### src/hw/vop_regs.svh
// register indices, field positions, reset values and fifo levels of the video output port
// assumes it is included once per compile unit by its bare name
`ifndef VOP_REGS_SVH
`define VOP_REGS_SVH
// register indices; byte address is four times the index
`define SIG_SEL_IDX     10'h084
`define FMT_POL_IDX     10'h085
`define FIFO_ARB_IDX    10'h086
// status register byte address
`define STATUS_ADDR     12'h240
// output_signal_select fields
`define FLAG_A_LO_POS   6
`define FLAG_B_LO_POS   4
`define VSEL_POS        2
`define HSEL_POS        0
// output_format_polarity fields
`define SWAP_POS        6
`define RANGE_POS       5
`define FLAG_A_INV_POS  4
`define FLAG_B_INV_POS  3
`define VREF_INV_POS    2
`define HREF_INV_POS    1
`define QUAL_INV_POS    0
// fifo_flag_arbitration fields
`define XFER_POS        6
`define FLAG_A_MSB_POS  5
`define FLAG_B_MSB_POS  4
`define FULL_LVL_POS    2
`define EMPTY_LVL_POS   0
// status fields
`define OVF_POS         8
`define AF_POS          9
`define AE_POS          10
// reset values
`define SIG_SEL_RST     8'h00
`define FMT_POL_RST     8'h00
`define FIFO_ARB_RST    8'h00
// clipping limits
`define CLIP_WIDE_LO    8'h01
`define CLIP_WIDE_HI    8'hFE
`define CLIP_NARROW_LO  8'h08
`define CLIP_NARROW_HI  8'hF7
// fifo levels in words
`define FILLED_LVL      6'h10
`define AE_LVL0         6'h10
`define AE_LVL1         6'h08
`define AE_LVL2         6'h04
`define AF_LVL0         6'h10
`define AF_LVL1         6'h18
`define AF_LVL2         6'h1C
`define AF_LVL3         6'h20
`endif

### src/hw/vop_pkg.sv
// types shared by the video output port
// assumes vop_regs.svh is available for the constants
package vop_pkg;
    typedef logic [31:0] word_t;
    typedef enum logic [1:0] {XFER_OFF, XFER_VIDEO, XFER_TEXT, XFER_BOTH} xfer_mode_e;
    typedef enum logic [1:0] {REF_GATE, REF_PASS, REF_TRIG, REF_TRIG_ALT} ref_mode_e;
    typedef enum logic [1:0] {SWAP_NONE, SWAP_HALF, SWAP_WORD, SWAP_FULL} swap_e;
    typedef enum logic [2:0] {
        FLAG_FIELD, FLAG_TASK, FLAG_SLICE, FLAG_LOW,
        FLAG_FILLED, FLAG_OVF, FLAG_AF, FLAG_AE
    } flag_src_e;
endpackage

### src/hw/video_output_port.sv
// video output port back end: ahb-lite config registers, video/text arbiter, 32-word fifo, pin formatting
// assumes all inputs are synchronous to clk_sys and the bus is idle while ce is low
//
// Contract
// - flag B codes 0-3: field, task, slice, low
// - flag B codes 4-7: filled, overflow, full, empty
// - H selector 0/1: gate or extended gate
// - H selector 2/3: trigger on gate or extended gate edge
// - V selector 0/1: gate or input reference
// - V selector 2/3: trigger from gate or reference
// - non-reference video bytes clipped 1-254 or 8-247
// - swap field reorders four bytes per word
// - five polarity bits invert their pins
// - transfer 00 inhibits, 01 video only
// - transfer 10 text only, no references
// - transfer 11 both, text first
// - selector msb bits sit in arbitration register
// - flag A uses same eight codes
// - almost-empty level 16, 8, 4, zero
// - almost-full level 16, 24, 28, 32
`timescale 1ns/1ps
`include "vop_regs.svh"

module vop_fifo #(
    parameter int WIDTH = 33,
    parameter int DEPTH = 32
) (
    input  wire logic                       clk_sys,
    input  wire logic                       rst_n,
    input  wire logic                       ce,
    input  wire logic                       inVal,
    output logic                            inRdy,
    input  wire logic [WIDTH-1:0]           inData,
    output logic                            outVal,
    input  wire logic                       outRdy,
    output logic [WIDTH-1:0]                outData,
    output logic [$clog2(DEPTH):0]          level
);
    localparam int AW = $clog2(DEPTH);
    logic [WIDTH-1:0] mem [DEPTH];
    logic [AW-1:0]    wrPtr;
    logic [AW-1:0]    rdPtr;
    logic [AW:0]      count;
    logic             push;
    logic             pop;

    // honest full and empty from the word count
    assign inRdy   = count != (AW+1)'(DEPTH);
    assign outVal  = count != '0;
    assign outData = mem[rdPtr];
    assign push    = inVal & inRdy;
    assign pop     = outVal & outRdy;
    assign level   = count;

    // storage array
    always_ff @(posedge clk_sys) begin
        if (ce && push) begin
            mem[wrPtr] <= inData;
        end
    end

    // pointers and count
    always_ff @(posedge clk_sys) begin
        if (!rst_n) begin
            wrPtr <= '0;
            rdPtr <= '0;
            count <= '0;
        end else if (ce) begin
            wrPtr <= wrPtr + AW'(push);
            rdPtr <= rdPtr + AW'(pop);
            count <= count + (AW+1)'(push) - (AW+1)'(pop);
        end
    end
endmodule

module video_output_port (
    input  wire logic         clk_sys,
    input  wire logic         rst_n,
    input  wire logic         ce,
    input  wire logic         hsel,
    input  wire logic [31:0]  haddr,
    input  wire logic [1:0]   htrans,
    input  wire logic         hwrite,
    input  wire logic [2:0]   hsize,
    input  wire logic [31:0]  hwdata,
    input  wire logic         hready,
    output logic              hreadyout,
    output logic              hresp,
    output logic [31:0]       hrdata,
    input  wire logic         vidValid,
    output logic              vidReady,
    input  wire vop_pkg::word_t vidData,
    input  wire logic         vidIsRef,
    input  wire logic         txtValid,
    output logic              txtReady,
    input  wire vop_pkg::word_t txtData,
    input  wire logic         fieldId,
    input  wire logic         taskFlag,
    input  wire logic         scalerHGate,
    input  wire logic         scalerWindow,
    input  wire logic         inputHRef,
    input  wire logic         scalerVGate,
    input  wire logic         inputVRef,
    input  wire logic         portReady,
    output vop_pkg::word_t    portData,
    output logic              dataQualifierPin,
    output logic              flagPinA,
    output logic              flagPinB,
    output logic              horizRefPin,
    output logic              vertRefPin
);
    import vop_pkg::*;

    logic [7:0]  sigSel;
    logic [7:0]  fmtPol;
    logic [7:0]  fifoArb;
    logic        overflow;
    logic        addrValid;
    logic [11:0] addrReg;
    logic        fifoInVal;
    logic        fifoInRdy;
    logic [32:0] fifoInData;
    logic        fifoOutVal;
    logic        fifoOutRdy;
    logic [32:0] fifoOutData;
    logic [5:0]  level;
    logic        outValid;
    logic        outText;
    logic        next_outValid;
    logic        next_outText;
    logic        useText;
    logic        useVid;
    logic        almostFull;
    logic        almostEmpty;
    logic        hExt;
    logic        hGatePrev;
    logic        hExtPrev;
    logic        vGatePrev;
    logic        vRefPrev;
    logic        busRead;
    xfer_mode_e  xfer;
    ref_mode_e   hMode;
    ref_mode_e   vMode;
    logic [2:0]  flagASel;
    logic [2:0]  flagBSel;

    // one flag pin selector, shared by both flag pins
    function automatic logic flagSource(input logic [2:0] s, input logic fid, input logic tsk,
                                        input logic slice, input logic filled, input logic ovf,
                                        input logic af, input logic ae);
        case (flag_src_e'(s))
            FLAG_FIELD:  return fid;
            FLAG_TASK:   return tsk;
            FLAG_SLICE:  return slice;
            FLAG_LOW:    return 1'b0;
            FLAG_FILLED: return filled;
            FLAG_OVF:    return ovf;
            FLAG_AF:     return af;
            FLAG_AE:     return ae;
            default:     return 1'b0;
        endcase
    endfunction

    // clamp every byte of a video word to the selected range
    function automatic word_t clipWord(input word_t w, input logic narrow);
        logic [7:0] lo;
        logic [7:0] hi;
        word_t      r;
        lo = narrow ? `CLIP_NARROW_LO : `CLIP_WIDE_LO;
        hi = narrow ? `CLIP_NARROW_HI : `CLIP_WIDE_HI;
        r  = w;
        for (int i = 0; i < 4; i++) begin
            if (w[8*i+:8] < lo) begin
                r[8*i+:8] = lo;
            end else if (w[8*i+:8] > hi) begin
                r[8*i+:8] = hi;
            end
        end
        return r;
    endfunction

    // byte order of one output word, byte 0 leaves first
    function automatic word_t swapWord(input word_t w, input logic [1:0] s);
        case (swap_e'(s))
            SWAP_NONE: return w;
            SWAP_HALF: return {w[23:16], w[31:24], w[7:0], w[15:8]};
            SWAP_WORD: return {w[15:0], w[31:16]};
            SWAP_FULL: return {w[7:0], w[15:8], w[23:16], w[31:24]};
            default:   return w;
        endcase
    endfunction

    // register fields; selector msb bits come from the arbitration register
    assign xfer     = xfer_mode_e'(fifoArb[`XFER_POS+:2]);
    assign hMode    = ref_mode_e'(sigSel[`HSEL_POS+:2]);
    assign vMode    = ref_mode_e'(sigSel[`VSEL_POS+:2]);
    assign flagASel = {fifoArb[`FLAG_A_MSB_POS], sigSel[`FLAG_A_LO_POS+:2]};
    assign flagBSel = {fifoArb[`FLAG_B_MSB_POS], sigSel[`FLAG_B_LO_POS+:2]};

    // ahb-lite address phase capture, zero wait states
    assign busRead = hsel & hready & htrans[1] & ~hwrite;
    always_ff @(posedge clk_sys) begin
        if (!rst_n) begin
            addrValid <= 1'b0;
            addrReg   <= '0;
        end else if (ce) begin
            addrValid <= hsel & hready & htrans[1] & hwrite;
            addrReg   <= haddr[11:0];
        end
    end

    // register writes in the data phase
    always_ff @(posedge clk_sys) begin
        if (!rst_n) begin
            sigSel  <= `SIG_SEL_RST;
            fmtPol  <= `FMT_POL_RST;
            fifoArb <= `FIFO_ARB_RST;
        end else if (ce && addrValid) begin
            if (addrReg == {`SIG_SEL_IDX, 2'b00}) begin
                sigSel <= hwdata[7:0];
            end
            if (addrReg == {`FMT_POL_IDX, 2'b00}) begin
                fmtPol <= hwdata[7:0];
            end
            if (addrReg == {`FIFO_ARB_IDX, 2'b00}) begin
                fifoArb <= hwdata[7:0];
            end
        end
    end

    // read data registered at the address phase; unmapped reads give zero
    always_ff @(posedge clk_sys) begin
        if (!rst_n) begin
            hrdata    <= '0;
            hreadyout <= 1'b1;
            hresp     <= 1'b0;
        end else if (ce) begin
            hreadyout <= 1'b1;
            hresp     <= 1'b0;
            hrdata    <= '0;
            if (busRead) begin
                case (haddr[11:0])
                    {`SIG_SEL_IDX, 2'b00}:  hrdata <= {24'h0000_00, sigSel};
                    {`FMT_POL_IDX, 2'b00}:  hrdata <= {24'h0000_00, fmtPol};
                    {`FIFO_ARB_IDX, 2'b00}: hrdata <= {24'h0000_00, fifoArb};
                    `STATUS_ADDR:           hrdata <= {21'h00_0000, almostEmpty, almostFull, overflow,
                                                       2'b00, level};
                    default:                hrdata <= '0;
                endcase
            end
        end
    end

    // source arbitration: text wins in both mode, discarded sources are drained
    assign useText   = (xfer == XFER_TEXT || xfer == XFER_BOTH) && txtValid;
    assign useVid    = (xfer == XFER_VIDEO || (xfer == XFER_BOTH && !txtValid)) && vidValid;
    assign fifoInVal = useText | useVid;
    assign txtReady  = (xfer == XFER_TEXT || xfer == XFER_BOTH) ? fifoInRdy : 1'b1;
    assign vidReady  = (xfer == XFER_VIDEO) ? fifoInRdy :
                       (xfer == XFER_BOTH) ? (fifoInRdy & ~txtValid) : 1'b1;
    assign fifoInData = useText ? {1'b1, swapWord(txtData, fmtPol[`SWAP_POS+:2])} :
                        {1'b0, swapWord(vidIsRef ? vidData : clipWord(vidData, fmtPol[`RANGE_POS]),
                                        fmtPol[`SWAP_POS+:2])};

    vop_fifo #(.WIDTH(33), .DEPTH(32)) u_fifo (
        .clk_sys (clk_sys),
        .rst_n   (rst_n),
        .ce      (ce),
        .inVal   (fifoInVal),
        .inRdy   (fifoInRdy),
        .inData  (fifoInData),
        .outVal  (fifoOutVal),
        .outRdy  (fifoOutRdy),
        .outData (fifoOutData),
        .level   (level)
    );

    // fifo level flags
    always_comb begin
        case (fifoArb[`EMPTY_LVL_POS+:2])
            2'd0:    almostEmpty = level < `AE_LVL0;
            2'd1:    almostEmpty = level < `AE_LVL1;
            2'd2:    almostEmpty = level < `AE_LVL2;
            default: almostEmpty = level == 6'h00;
        endcase
        case (fifoArb[`FULL_LVL_POS+:2])
            2'd0:    almostFull = level >= `AF_LVL0;
            2'd1:    almostFull = level >= `AF_LVL1;
            2'd2:    almostFull = level >= `AF_LVL2;
            default: almostFull = level == `AF_LVL3;
        endcase
    end

    // sticky overflow: a word offered while full; set wins over clear
    always_ff @(posedge clk_sys) begin
        if (!rst_n) begin
            overflow <= 1'b0;
        end else if (ce) begin
            overflow <= (fifoInVal & ~fifoInRdy) |
                        (overflow & ~(addrValid && addrReg == `STATUS_ADDR && hwdata[`OVF_POS]));
        end
    end

    // output stage: loads when empty or when downstream takes the word
    assign fifoOutRdy    = ~outValid | portReady;
    assign next_outValid = fifoOutRdy ? fifoOutVal : outValid;
    assign next_outText  = (fifoOutRdy && fifoOutVal) ? fifoOutData[32] : outText;
    always_ff @(posedge clk_sys) begin
        if (!rst_n) begin
            outValid         <= 1'b0;
            outText          <= 1'b0;
            portData         <= '0;
            dataQualifierPin <= 1'b0;
        end else if (ce) begin
            outValid         <= next_outValid;
            outText          <= next_outText;
            dataQualifierPin <= next_outValid ^ fmtPol[`QUAL_INV_POS];
            if (fifoOutRdy && fifoOutVal) begin // idle keeps the last word, never empty storage
                portData <= fifoOutData[31:0];
            end
        end
    end

    // flag pins with polarity
    always_ff @(posedge clk_sys) begin
        if (!rst_n) begin
            flagPinA <= 1'b0;
            flagPinB <= 1'b0;
        end else if (ce) begin
            flagPinA <= flagSource(flagASel, fieldId, taskFlag, next_outValid & next_outText,
                                   level >= `FILLED_LVL, overflow, almostFull, almostEmpty)
                        ^ fmtPol[`FLAG_A_INV_POS];
            flagPinB <= flagSource(flagBSel, fieldId, taskFlag, next_outValid & next_outText,
                                   level >= `FILLED_LVL, overflow, almostFull, almostEmpty)
                        ^ fmtPol[`FLAG_B_INV_POS];
        end
    end

    // previous reference levels for one-clock trigger pulses
    assign hExt = scalerWindow ? scalerHGate : inputHRef;
    always_ff @(posedge clk_sys) begin
        if (!rst_n) begin
            hGatePrev <= 1'b0;
            hExtPrev  <= 1'b0;
            vGatePrev <= 1'b0;
            vRefPrev  <= 1'b0;
        end else if (ce) begin
            hGatePrev <= scalerHGate;
            hExtPrev  <= hExt;
            vGatePrev <= scalerVGate;
            vRefPrev  <= inputVRef;
        end
    end

    // horizontal and vertical reference pins
    always_ff @(posedge clk_sys) begin
        if (!rst_n) begin
            horizRefPin <= 1'b0;
            vertRefPin  <= 1'b0;
        end else if (ce) begin
            case (hMode)
                REF_GATE:     horizRefPin <= scalerHGate ^ fmtPol[`HREF_INV_POS];
                REF_PASS:     horizRefPin <= hExt ^ fmtPol[`HREF_INV_POS];
                REF_TRIG:     horizRefPin <= (scalerHGate & ~hGatePrev) ^ fmtPol[`HREF_INV_POS];
                REF_TRIG_ALT: horizRefPin <= (hExt & ~hExtPrev) ^ fmtPol[`HREF_INV_POS];
                default:      horizRefPin <= fmtPol[`HREF_INV_POS];
            endcase
            case (vMode)
                REF_GATE:     vertRefPin <= scalerVGate ^ fmtPol[`VREF_INV_POS];
                REF_PASS:     vertRefPin <= inputVRef ^ fmtPol[`VREF_INV_POS];
                REF_TRIG:     vertRefPin <= (scalerVGate & ~vGatePrev) ^ fmtPol[`VREF_INV_POS];
                REF_TRIG_ALT: vertRefPin <= (inputVRef & ~vRefPrev) ^ fmtPol[`VREF_INV_POS];
                default:      vertRefPin <= fmtPol[`VREF_INV_POS];
            endcase
        end
    end

    // checks on selectors, arbitration and pulse shape
    a_flag_b_low: assert property (@(posedge clk_sys) disable iff (!rst_n)
        ce && flagBSel == 3'b011 |=> flagPinB == $past(fmtPol[`FLAG_B_INV_POS]))
        else $error("flag B low code not driven low");
    a_flag_b_ovf: assert property (@(posedge clk_sys) disable iff (!rst_n)
        ce && flagBSel == 3'b101 |=> flagPinB == ($past(overflow) ^ $past(fmtPol[`FLAG_B_INV_POS])))
        else $error("flag B does not show overflow");
    a_flag_a_ae: assert property (@(posedge clk_sys) disable iff (!rst_n)
        ce && flagASel == 3'b111 && !fmtPol[`FLAG_A_INV_POS] |=> flagPinA == $past(almostEmpty))
        else $error("flag A does not show almost empty");
    a_hext_pass: assert property (@(posedge clk_sys) disable iff (!rst_n)
        ce && hMode == REF_PASS && !scalerWindow |=> horizRefPin == $past(inputHRef ^ fmtPol[`HREF_INV_POS]))
        else $error("extended gate does not pass input reference");
    a_htrig_pulse: assert property (@(posedge clk_sys) disable iff (!rst_n)
        ce && hMode == REF_TRIG && !fmtPol[`HREF_INV_POS] && scalerHGate && !hGatePrev
        ##1 ce && hMode == REF_TRIG && !fmtPol[`HREF_INV_POS] |-> horizRefPin ##1 !horizRefPin)
        else $error("horizontal trigger not one clock wide");
    a_vref_pass: assert property (@(posedge clk_sys) disable iff (!rst_n)
        ce && vMode == REF_PASS |=> vertRefPin == $past(inputVRef ^ fmtPol[`VREF_INV_POS]))
        else $error("vertical pin does not follow input reference");
    a_clip_narrow: assert property (@(posedge clk_sys) disable iff (!rst_n)
        fifoInVal && !fifoInData[32] && !vidIsRef && fmtPol[`RANGE_POS] |->
        fifoInData[7:0] >= 8'h08 && fifoInData[31:24] <= 8'hF7)
        else $error("video byte outside narrow range");
    a_xfer_off: assert property (@(posedge clk_sys) disable iff (!rst_n)
        xfer == XFER_OFF |-> !fifoInVal && vidReady && txtReady)
        else $error("data entered fifo while inhibited");
    a_text_only: assert property (@(posedge clk_sys) disable iff (!rst_n)
        xfer == XFER_TEXT && fifoInVal |-> fifoInData[32])
        else $error("video entered fifo in text-only mode");
    a_text_first: assert property (@(posedge clk_sys) disable iff (!rst_n)
        xfer == XFER_BOTH && txtValid |-> !vidReady && fifoInData[32] == fifoInVal)
        else $error("video not held behind pending text");
    a_qual_pol: assert property (@(posedge clk_sys) disable iff (!rst_n)
        ce && fmtPol[`QUAL_INV_POS] && !next_outValid |=> dataQualifierPin)
        else $error("inverted qualifier not high when idle");
endmodule

### config.mk
export PLATFORM = sky130hd
export DESIGN_NAME = video_output_port
export DESIGN_NICKNAME = d
export VERILOG_FILES = /design/src/hw/vop_pkg.sv /design/src/hw/video_output_port.sv
export VERILOG_INCLUDE_DIRS = /design/src /design/src/hw
export SDC_FILE = /design/constraint.sdc
export NUM_CORES = 1
export LEC_CHECK = 0
export BUFFER_PORTS_ARGS = -buffer_cell sky130_fd_sc_hd__buf_2
export CAP_MARGIN = 20
export CORE_MARGIN = 3
export CORE_UTILIZATION = 34
export DETAILED_ROUTE_END_ITERATION = 7
export PLACE_DENSITY = 0.5
export SLEW_MARGIN = 5
export SYNTH_ARGS = -nofsm -noshare
export SYNTH_HDL_FRONTEND = slang
export SYNTH_SLANG_ARGS = --single-unit
### constraint.sdc
create_clock -name clk_sys -period 8.39 [get_ports clk_sys]
set_input_delay 1.2585 -clock clk_sys [delete_from_list [all_inputs] [get_ports clk_sys]]
set_output_delay 1.2585 -clock clk_sys [all_outputs]
set_load 0.01 [all_outputs]
==> impl_metrics.json <==
{
  "status": "finished, final reports clean",
  "synthArstFlopShare_pct": 0,
  "gr-total-overflow": 0,
  "crit_type": "reg -> reg",
  "insertion_delay_ps": 720,
  "rsz0062_at_grt": "false",
  "synth_cells": 2356,
  "worst_pin_slew_ps": 1080,
  "ant_nets": 0,
  "grt_pass1_wl_mm": 177,
  "die_h_um": 378,
  "coreArea_sq_mm": 0.136,
  "maxCapViolCount": 0,
  "synth_area_sq_mm": 0.0471,
  "htreeDepth": 3,
  "vias": 23800,
  "viasPerCell": 5.35,
  "finalMaxSlewViolations": 0,
  "skew_ps": 21.0,
  "relSlewSlack_pct": 27.5,
  "layout-drive-gt1-share_pct": 30.1,
  "nets": 2751,
  "post-synth-top-area-fraction_pct": 67.4,
  "final_cell_area_sq_mm": 0.0540,
  "path_cells": "inv_1, ha_1, and4bb_2, nor2_1, nand2_1, nor2_1, nand2_1, nor2_4, buf_4",
  "dp_hpwl_mm": 69.2,
  "yosysWarnings": 0,
  "synth.most_common_cell": "edfxtp_1",
  "hold_path_class": "reg -> reg",
  "avgSynthCellArea_sq_um": 20.0,
  "required_ps": 8760,
  "grt_max_degree": 114,
  "yosys-top-cells-count": "1056 x edfxtp_1, 332 x mux4_2, 171 x nor2_1",
  "nFillCells": 12200,
  "worstPathArrival_ps": 4580,
  "wl_mm": 123,
  "initialDrtViolationCount": 2244,
  "p_leak_nw": 17.0,
  "cts_buffers": 120,
  "die-area_sq_mm": 0.143,
  "worst-path-buf-inv": 2,
  "cts_max_path_buffers": 3,
  "dr.pass1.iters": 7,
  "seq_area_frac_synth_pct": 72.2,
  "post_dp_cell_area_sq_mm": 0.0503,
  "finalCritPeriodShare_pct": 50.2,
  "critPathTopFamily": "simple AND/OR/NAND/NOR gates",
  "layout_min_cycle_time_ps": 4210,
  "drc": 0,
  "wl_per_cell_um": 27.6,
  "ys_types": 68,
  "grt_use_total_pct": 17.2,
  "gp_congestion": 0.787,
  "initial_core_util_pct": 34.5,
  "cts_sinks": 1169,
  "ios": 223,
  "cpMaxStageDelayCell": "nor2_4",
  "slowest_delay_ps": 960,
  "tritoncts": "yes",
  "holdWs_ps": 475,
  "post_cts.repair.setup_buffers": 0,
  "fin_setup_tns_ps": 0,
  "first_global_vias": 24900,
  "cts_resized": 0,
  "cp_max_fo": 18,
  "utilization_pct": 39.6,
  "cp-start-kind": "flip-flop",
  "critPathCaptureType": "flip-flop",
  "area_growth_pct": 14.8,
  "final_hold_viol_count": 0,
  "antenna_found_initial": 0,
  "die_x_um": 378,
  "cts_root_buffer": "clkbuf_16",
  "clk_pin_slew_worst_paths_ps": 60,
  "synth_edf_count": 1056,
  "synth_area_leaders": "edfxtp_1 67%, mux4_2 16%, dfxtp_1 4.8%",
  "port_buffers": 152,
  "ir_worst_vdd_v": 0.000202,
  "rows": 135,
  "cellPowerDensity_mw_per_mm2": 256,
  "setup_viol": 0,
  "diodes": 0,
  "yosysTopAreaCell": "edfxtp_1",
  "max_freq_mhz": 238,
  "synth_seq_cells": 1169,
  "synthFlopType": "edfxtp_1",
  "ctsHoldBuffers": 0
}
registers in the layout, summed over array words and instances (netlist names), 5 cells and up, named ones only:
signal        flops
sigSel            8
fmtPol            8
u_fifo.rdPtr      5
u_fifo.wrPtr      5
addrReg          12
fifoArb           8
u_fifo.level      6
u_fifo.mem     1056
portData         32
hrdata           11
area by class of cell:
type	instances	area, sq um	area share (%)
Inverter	29	111	0.206
Clock buffer	157	3240	5.99
Tap cell	1781	2230	4.12
Sequential cell	1169	34000	62.9
Timing Repair Buffer	216	1280	2.37
Clock inverter	66	507	0.938
Multi-Input combinational cell	1030	12700	23.5
final timing paths:
path	endpoint	startpoint	slack, ps	cells after the start
setup / recovery	u_fifo.mem[6][23]	u_fifo.level[3]	4180	9
setup reg to reg	u_fifo.mem[6][23]	u_fifo.level[3]	4180	9
hold reg to reg	addrValid	addrValid	480	2
hold / removal	addrValid	addrValid	480	2
worst reg2reg max path, cell delays in order, from the launching register on:
cell and delay, ps:
dfxtp_1 490, inv_1 110, ha_1 230, and4bb_2 290
nor2_1 480, nand2_1 200, nor2_1 130, nand2_1 460
nor2_4 960, buf_4 490
layout by cell type, fill, tap and decap left out, types with 11 or more instances in the layout:
cell / n
mux2_2: 22
nor2_1: 139
mux2i_1: 129
edfxtp_1: 1056
ha_1: 34
mux4_2: 332
o21ai_0: 11
a22oi_1: 17
inv_1: 23
clkinv_1: 26
nand2_1: 45
buf_2: 152
clkbuf_16: 123
a21oi_1: 32
clkinv_2: 22
nand3b_1: 11
dfxtp_1: 108
conb_1: 23
clkbuf_1: 31
nor2_4: 32
a211oi_1: 37
buf_4: 61
o31ai_1: 11
nor2b_1: 14
per-stage QoR:
stage               power (mW)  worst slack [ps]  cells
finish                    13.8              4180   4448
detailed placement        8.94              3500   4225
floorplan                 8.31              3530   2377
CTS                       14.0              4130   4448
global placement          8.91              3550   4225
global route              14.4              3950   4448
logic make-up after synthesis:
kind of cell    after synthesis  share of synthesized area, %
mux                         493                          19.4
buf+inv                     178                          1.71
flops                      1169                          72.2
fa+ha+maj                    35                         0.946
simple gates                306                          3.11
compound gates              160                          2.46
other cells                   2                        0.0160
xor+xnor                     13                         0.242
power by group:
part           switching (mW)  internal [mW]
clock network            2.22           2.86
registers               0.107           6.42
logic                    1.09           1.12
total                    3.42           10.4
per-layer routing:
layer	global-route usage [%]	up-vias	wire length (um)
li1	-	10100	-
met1	23.9	13000	53700
met2	29.0	593	61600
met3	2.59	147	5630
met4	3.51	0	2050
met5	0	-	0
Power figures use the tool's default switching activity.
